$ cat config.mk
export PLATFORM = sky130hd
export DESIGN_NAME = ssw_supervisor
export DESIGN_NICKNAME = d
export VERILOG_FILES = /design/src/ssw_pkg.sv /design/src/ssw_supervisor.sv
export VERILOG_INCLUDE_DIRS = /design/src
export SDC_FILE = /design/constraint.sdc
export NUM_CORES = 1
export LEC_CHECK = 0
export BUFFER_PORTS_ARGS = -buffer_cell sky130_fd_sc_hd__buf_4
export CAP_MARGIN = 20
export CORE_MARGIN = 3
export CORE_UTILIZATION = 52
export CTS_CLUSTER_DIAMETER = 50
export CTS_CLUSTER_SIZE = 16
export DETAILED_ROUTE_END_ITERATION = 7
export PLACE_DENSITY = 0.69
export SYNTH_ARGS = -nofsm -noshare
export SYNTH_HDL_FRONTEND = slang
export SYNTH_SLANG_ARGS = --single-unit
$ cat constraint.sdc
create_clock -name sys_clk_i -period 3.5 [get_ports sys_clk_i]
set_clock_uncertainty 0.05 [all_clocks]
set_input_delay 0.7 -clock sys_clk_i [delete_from_list [all_inputs] [get_ports sys_clk_i]]
set_output_delay 0.7 -clock sys_clk_i [all_outputs]
set_load 0.005 [all_outputs]
$ cat src/ssw_regs.svh
// Constants for the supply supervisor and watchdog block
//
// Behaviour
// - Reset stays low while low-line is below threshold and for a stretch time after it recovers.
// - An enabled watchdog that is not serviced in time pulses reset low for a fixed duration.
// - A kick input held steady past the timeout pulses reset low and drives the fault output low.
// - Every kick input transition restarts the timeout; the processor must toggle it in time.
// - A floating or mid-supply kick input disables the watchdog, so no timeout reset or fault.
// - The supply-fail flag is low while the supply-fail sense is below threshold, else high.
// - While main supply is below the backup cell, the supply-fail flag is forced low.
// - Gated chip select follows its input while low-line is good and is forced high otherwise.
// - Main feeds the switched output when above the cell with low-line good; cell when both low.
// - The fault output returns high on the next kick transition or when low-line goes low.
// - The active-high reset output is always the inverse of the active-low reset output.
// - Timebase select high or open uses the internal oscillator, low uses the external input.
`ifndef SSW_REGS_SVH
`define SSW_REGS_SVH

// System clock period in ns (50 MHz)
`define SSW_CLK_NS 32'h14
// Internal oscillator tick period in us; plain default, adjust per build
`define SSW_INT_TICK_US 32'h3E8
// Reset stretch and watchdog pulse length in ms (50)
`define SSW_STRETCH_MS 32'h32
// Cycles per internal tick, a longest time so it rounds down
`define SSW_INT_DIV ((`SSW_INT_TICK_US * 32'h3E8) / `SSW_CLK_NS)
// Stretch in ticks, a least time so it rounds up
`define SSW_STRETCH_TICKS ((`SSW_STRETCH_MS * 32'h3E8 + `SSW_INT_TICK_US - 32'h1) / `SSW_INT_TICK_US)
// Watchdog timeout in ticks; plain default
`define SSW_WD_TIMEOUT_TICKS 32'h64

// Synchroniser bit positions
`define SSW_SYNC_W 8
`define SSW_IX_LL 0
`define SSW_IX_PF 1
`define SSW_IX_MAIN 2
`define SSW_IX_KHI 3
`define SSW_IX_KLO 4
`define SSW_IX_TSEL 5
`define SSW_IX_EXT 6
`define SSW_IX_CS 7
// Reset value of the settled inputs: timebase select open reads high, chip select idle high
`define SSW_STAB_RST 8'hA0

`define SSW_DIV_W 16
`define SSW_STR_W 8
`define SSW_WD_W 16

`endif

$ cat src/ssw_pkg.sv
// Types of the supply supervisor and watchdog block
`include "ssw_regs.svh"

package ssw_pkg;

	typedef enum logic [1:0] {
		PH_HOLD = 2'b00,
		PH_STRETCH = 2'b01,
		PH_RUN = 2'b10,
		PH_WDPULSE = 2'b11
	} ssw_phase_type;

	typedef enum logic [1:0] {
		KICK_LOW = 2'b00,
		KICK_HIGH = 2'b01,
		KICK_MID = 2'b10
	} ssw_kick_type;

	typedef struct packed {
		logic reset_n;
		logic reset;
		logic fault_n;
		logic flag_n;
		logic cs_n;
		logic backup;
		logic low_line_n;
	} ssw_out_type;

	typedef struct packed {
		logic [`SSW_SYNC_W-1:0] s1;
		logic [`SSW_SYNC_W-1:0] s2;
		logic [`SSW_SYNC_W-1:0] s3;
		logic [`SSW_SYNC_W-1:0] stab;
		logic ext_prev;
		logic [`SSW_DIV_W-1:0] div_cnt;
		ssw_phase_type phase;
		logic [`SSW_STR_W-1:0] str_cnt;
		logic [`SSW_WD_W-1:0] wd_cnt;
		ssw_kick_type kick_prev;
		ssw_out_type out;
	} ssw_state_type;

endpackage : ssw_pkg

$ cat src/ssw_supervisor.sv
// Supply supervisor: reset stretch, three-level watchdog, supply flags and gating
`timescale 1ns/10ps
`default_nettype none
`include "ssw_regs.svh"

module ssw_supervisor #(
	parameter logic [`SSW_DIV_W-1:0] INT_DIV = `SSW_DIV_W'(`SSW_INT_DIV),
	parameter logic [`SSW_STR_W-1:0] STRETCH_TICKS = `SSW_STR_W'(`SSW_STRETCH_TICKS),
	parameter logic [`SSW_WD_W-1:0] WD_TIMEOUT_TICKS = `SSW_WD_W'(`SSW_WD_TIMEOUT_TICKS)
) (
	input wire logic sys_clk_i,
	input wire logic sys_rst_i,
	input wire logic low_line_sense_ok_i,
	input wire logic supply_fail_sense_ok_i,
	input wire logic main_above_backup_cell_i,
	input wire logic watchdog_kick_in_hi_i,
	input wire logic watchdog_kick_in_lo_i,
	input wire logic timebase_select_i,
	input wire logic external_timebase_in_i,
	input wire logic chip_select_n_i,
	output logic reset_n_o,
	output logic reset_o,
	output logic watchdog_fault_out_n_o,
	output logic supply_fail_flag_n_o,
	output logic chip_select_gated_n_o,
	output logic backup_active_o,
	output logic low_line_n_o
);

	// Two comparators resolve the three-level kick pin; both or neither means mid/open
	function automatic ssw_pkg::ssw_kick_type kick_level(input logic hi, input logic lo);
		if (hi && !lo) begin
			return ssw_pkg::KICK_HIGH;
		end
		if (lo && !hi) begin
			return ssw_pkg::KICK_LOW;
		end
		return ssw_pkg::KICK_MID;
	endfunction : kick_level

	localparam ssw_pkg::ssw_state_type RESET_STATE = '{
		s1: `SSW_STAB_RST,
		s2: `SSW_STAB_RST,
		s3: `SSW_STAB_RST,
		stab: `SSW_STAB_RST,
		ext_prev: 1'h0,
		div_cnt: '0,
		phase: ssw_pkg::PH_HOLD,
		str_cnt: '0,
		wd_cnt: '0,
		kick_prev: ssw_pkg::KICK_MID,
		out: '{reset_n: 1'h0, reset: 1'h1, fault_n: 1'h1, flag_n: 1'h0,
			cs_n: 1'h1, backup: 1'h0, low_line_n: 1'h0}
	};

	ssw_pkg::ssw_state_type st_reg;
	ssw_pkg::ssw_state_type st_next;
	logic [`SSW_SYNC_W-1:0] raw_in;
	logic [`SSW_SYNC_W-1:0] agree;
	logic int_tick;
	logic ext_tick;
	logic tick;
	logic ll_ok;
	ssw_pkg::ssw_kick_type kick_now;
	logic kick_edge;

	always_comb begin
		raw_in = '0;
		raw_in[`SSW_IX_LL] = low_line_sense_ok_i;
		raw_in[`SSW_IX_PF] = supply_fail_sense_ok_i;
		raw_in[`SSW_IX_MAIN] = main_above_backup_cell_i;
		raw_in[`SSW_IX_KHI] = watchdog_kick_in_hi_i;
		raw_in[`SSW_IX_KLO] = watchdog_kick_in_lo_i;
		raw_in[`SSW_IX_TSEL] = timebase_select_i;
		raw_in[`SSW_IX_EXT] = external_timebase_in_i;
		raw_in[`SSW_IX_CS] = chip_select_n_i;
	end

	// Only the settled copy is used downstream; stage one feeds stage two alone
	assign agree = ~(st_reg.s2 ^ st_reg.s3);
	assign int_tick = (st_reg.div_cnt == INT_DIV - `SSW_DIV_W'(1));
	assign ext_tick = st_reg.stab[`SSW_IX_EXT] && !st_reg.ext_prev;
	// Open select pin reads high through its pull-up, so internal is the default
	assign tick = st_reg.stab[`SSW_IX_TSEL] ? int_tick : ext_tick;
	assign ll_ok = st_reg.stab[`SSW_IX_LL];
	assign kick_now = kick_level(st_reg.stab[`SSW_IX_KHI], st_reg.stab[`SSW_IX_KLO]);
	assign kick_edge = (kick_now != st_reg.kick_prev);

	always_comb begin
		st_next = st_reg;
		st_next.s1 = raw_in;
		st_next.s2 = st_reg.s1;
		st_next.s3 = st_reg.s2;
		st_next.stab = (agree & st_reg.s3) | (~agree & st_reg.stab);
		st_next.ext_prev = st_reg.stab[`SSW_IX_EXT];
		st_next.div_cnt = int_tick ? '0 : st_reg.div_cnt + `SSW_DIV_W'(1);
		st_next.kick_prev = kick_now;
		if (kick_edge) begin
			st_next.out.fault_n = 1'h1;
		end
		unique case (st_reg.phase)
			ssw_pkg::PH_HOLD: begin
				st_next.str_cnt = '0;
				if (ll_ok) begin
					st_next.phase = ssw_pkg::PH_STRETCH;
				end
			end
			ssw_pkg::PH_STRETCH, ssw_pkg::PH_WDPULSE: begin
				// Power-up stretch and watchdog pulse share one length
				if (tick) begin
					if (st_reg.str_cnt == STRETCH_TICKS - `SSW_STR_W'(1)) begin
						st_next.phase = ssw_pkg::PH_RUN;
						st_next.wd_cnt = '0;
						st_next.str_cnt = '0;
					end else begin
						st_next.str_cnt = st_reg.str_cnt + `SSW_STR_W'(1);
					end
				end
			end
			ssw_pkg::PH_RUN: begin
				if (kick_now == ssw_pkg::KICK_MID || kick_edge) begin
					st_next.wd_cnt = '0;
				end else if (tick) begin
					if (st_reg.wd_cnt == WD_TIMEOUT_TICKS - `SSW_WD_W'(1)) begin
						st_next.phase = ssw_pkg::PH_WDPULSE;
						st_next.out.fault_n = 1'h0;
						st_next.wd_cnt = '0;
						st_next.str_cnt = '0;
					end else begin
						st_next.wd_cnt = st_reg.wd_cnt + `SSW_WD_W'(1);
					end
				end
			end
		endcase
		if (!ll_ok) begin
			st_next.phase = ssw_pkg::PH_HOLD;
			st_next.out.fault_n = 1'h1;
		end
		st_next.out.reset_n = (st_next.phase == ssw_pkg::PH_RUN);
		st_next.out.reset = (st_next.phase != ssw_pkg::PH_RUN);
		st_next.out.flag_n = st_reg.stab[`SSW_IX_MAIN] && st_reg.stab[`SSW_IX_PF];
		// One cycle of gating latency is the price of registered outputs
		st_next.out.cs_n = ll_ok ? st_reg.stab[`SSW_IX_CS] : 1'h1;
		st_next.out.low_line_n = ll_ok;
		// Mixed comparator states keep the last choice, a simple hysteresis
		if (st_reg.stab[`SSW_IX_MAIN] && ll_ok) begin
			st_next.out.backup = 1'h0;
		end else if (!st_reg.stab[`SSW_IX_MAIN] && !ll_ok) begin
			st_next.out.backup = 1'h1;
		end
		if (sys_rst_i) begin
			st_next = RESET_STATE;
		end
	end

	always_ff @(posedge sys_clk_i) begin
		st_reg <= st_next;
	end

	assign reset_n_o = st_reg.out.reset_n;
	assign reset_o = st_reg.out.reset;
	assign watchdog_fault_out_n_o = st_reg.out.fault_n;
	assign supply_fail_flag_n_o = st_reg.out.flag_n;
	assign chip_select_gated_n_o = st_reg.out.cs_n;
	assign backup_active_o = st_reg.out.backup;
	assign low_line_n_o = st_reg.out.low_line_n;
endmodule : ssw_supervisor
`default_nettype wire

==> out/summary.txt <==
RePlAce Congestion -> 0.813
worst setup margin -> 1250 ps
PwrDens -> 449 nW/um^2
Synthesized Nets -> 374
Synth Area per Inst -> 9.53 um^2
# DRC -> 0
Resized Gates After CTS -> 0
CTS Hold Bufs -> 0
Tmin final -> 2250 ps
die width -> 87.1 um
vias per cell -> 5.47
initial drt markers -> 131
largest net degree at the start of global routing -> 44
Area after DPL -> 3590 um^2
share of cells above drive strength 1 -> 0.152
RSZ-0062 raised after global routing -> no
fraction of registers with async set/reset -> 0
Setup violations, final -> 0
Worst EP required -> 3750 ps
Num CTS Buffers -> 9
Util after Layout -> 0.618
Synth Flop Type -> dfxtp_1
GRT Resource Usage Total -> 0.170
nets -> 392
status -> completed
max-cap violations -> 0
count of state elements after synthesis -> 84
CP Data Arrival Time -> 2500 ps
detailed placement HPWL -> 3970 um
# rows -> 28
Initial Util -> 0.558
Place WS -> 1250 ps
Slew Limit Fails -> 0
Mapped Area -> 3420 um^2
clk slew on worst S/H paths -> 80 ps
leakage power -> 1.43 nW
Peak Freq -> 0.444 GHz
Fin. Hold Viols -> 0
Post-synth EDFFs -> 0
Clock Tree Buf Depth -> 2
yosys warns -> 0
cells after synthesis -> 359
clock tree sinks -> 84
gr ovfl total -> 0
fin area -> 3790 um^2
core area -> 6130 um^2
CTS tree -> done
Hold Startpoint -> st_reg[83]
synthesis-to-finish area growth -> 10.7%
die area -> 7590 um^2
Skew-Pair Late Insertion Delay -> 350 ps
Peak VDD IR -> 0.000346 V
period utilization -> 0.644
IO Port Bufs -> 16
H-tree depth -> 3
Tot Pwr -> 1.70 mW
WL final -> 5780 um
antenna violations before repair -> 0
first-pass GRT wire length -> 10300 um
Yosys cell types -> 50
critical path type -> reg2reg
DR WL/cell -> 12.6 um
Hold Path Class -> reg2reg
Slew headroom -> 0.452
total I/O pin count -> 17
Worst Tran Pin Value -> 817 ps
Seq/Total Area, Yosys -> 0.491
vias in the first global route -> 2341
CTS root buf -> clkbuf_8
Via Count -> 2501
CP Max Fanout -> 13
max FFs per register -> 69
critical path startpoint category -> register
Die Y -> 87.1 um
post-CTS setup buffers -> 0
DRT Pass-1 Iters -> 4
remaining antenna violation count -> 0
# diodes -> 0
crit end category -> register
final setup TNS -> 0 ps
## cells in the mapped netlist, types with 2 or more instances
cell,instances,share of area
o21ai_0,13,0.019
inv_1,7,0.0077
and4_1,6,0.015
ha_1,5,0.018
a21oi_1,23,0.034
or2_2,13,0.024
nand2_1,27,0.030
and3_1,9,0.016
nor3_2,2,0.0059
nand4_1,4,0.0073
nor2_1,26,0.029
dfxtp_1,84,0.49
a211o_1,3,0.0077
o2111ai_2,2,0.0088
or3_1,4,0.0073
o211ai_1,2,0.0044
and2_1,2,0.0037
nand2b_1,4,0.0073
a31oi_1,2,0.0037
nor4_1,3,0.0055
a21o_1,10,0.022
xor2_1,11,0.028
nor2b_1,22,0.040
nand3_1,16,0.023
and4bb_2,2,0.0073
xnor2_1,11,0.028
nor3b_1,4,0.0088
clkbuf_1,6,0.0066
nor3_1,7,0.010
o21a_1,3,0.0066
o2bb2ai_1,7,0.018
## per-layer routing
layer	track usage	routed length, um	vias to the layer above
li1	-	-	1301
met1	0.214	2900	1169
met2	0.273	2630	23
met3	0.0464	147	8
met4	0.0753	96	0
met5	0	0	-
## final timing paths
kind         cells after the start          to  slack, ps
min reg2reg                      1  st_reg[75]        370
min                              1  st_reg[75]        370
max                              6  st_reg[21]       1250
max reg2reg                      6  st_reg[21]       1250
## final cells by class
| type | count | area [um^2] |
|---|---|---|
| fillers | 543 | 2340 |
| flip-flops and latches | 84 | 1680 |
| multi-input cells | 259 | 1670 |
| clock buffers | 10 | 128 |
| repair buffers | 16 | 120 |
| well taps | 75 | 93.8 |
| clock inverters | 6 | 71.3 |
| inverters | 7 | 26.3 |
## kinds of logic (layout without fill, tap and decap cells)
kind of cell / Yosys count / count (layout) / share of synthesized area
buf+inv: 16 / 39 / 0.0208
compound gates: 72 / 72 / 0.143
xor+xnor: 22 / 22 / 0.0563
simple gates: 159 / 159 / 0.267
flops: 84 / 84 / 0.491
fa+ha+maj: 6 / 6 / 0.0212
## report_power, final
part	total [mW]	leakage (nW)	internal, mW	switching, mW
Sequential	0.977	0.682	0.970	0.00728
Clock	0.686	0.0935	0.336	0.350
Combinational	0.0372	0.655	0.0176	0.0196
Total	1.70	1.43	1.32	0.377
## layout by cell type, fill, tap and decap left out, types with 5 or more instances in the layout
cell       instances
o2bb2ai_1          7
xnor2_1           11
dfxtp_1           84
or2_2             13
a21oi_1           23
buf_4             16
nor3_1             7
nor2b_1           22
inv_1              7
a21o_1            10
and4_1             6
ha_1               5
nand3_1           16
nand2_1           27
o21ai_0           13
xor2_1            11
and3_1             9
nor2_1            26
clkbuf_8           9
## through the flow
step / cells / hold WS (ps)
floorplan: 359 / 339
global placement: 441 / 340
detailed placement: 441 / 346
CTS: 457 / 369
global route: 457 / 386
finish: 457 / 368
## worst max-delay path, stage by stage (launching register included)
cell,delay [ps]
dfxtp_1,360
inv_1,50
ha_1,320
nor3_2,390
a31oi_1,180
nor3_2,640
a21o_1,210
Power figures use the tool's default switching activity.
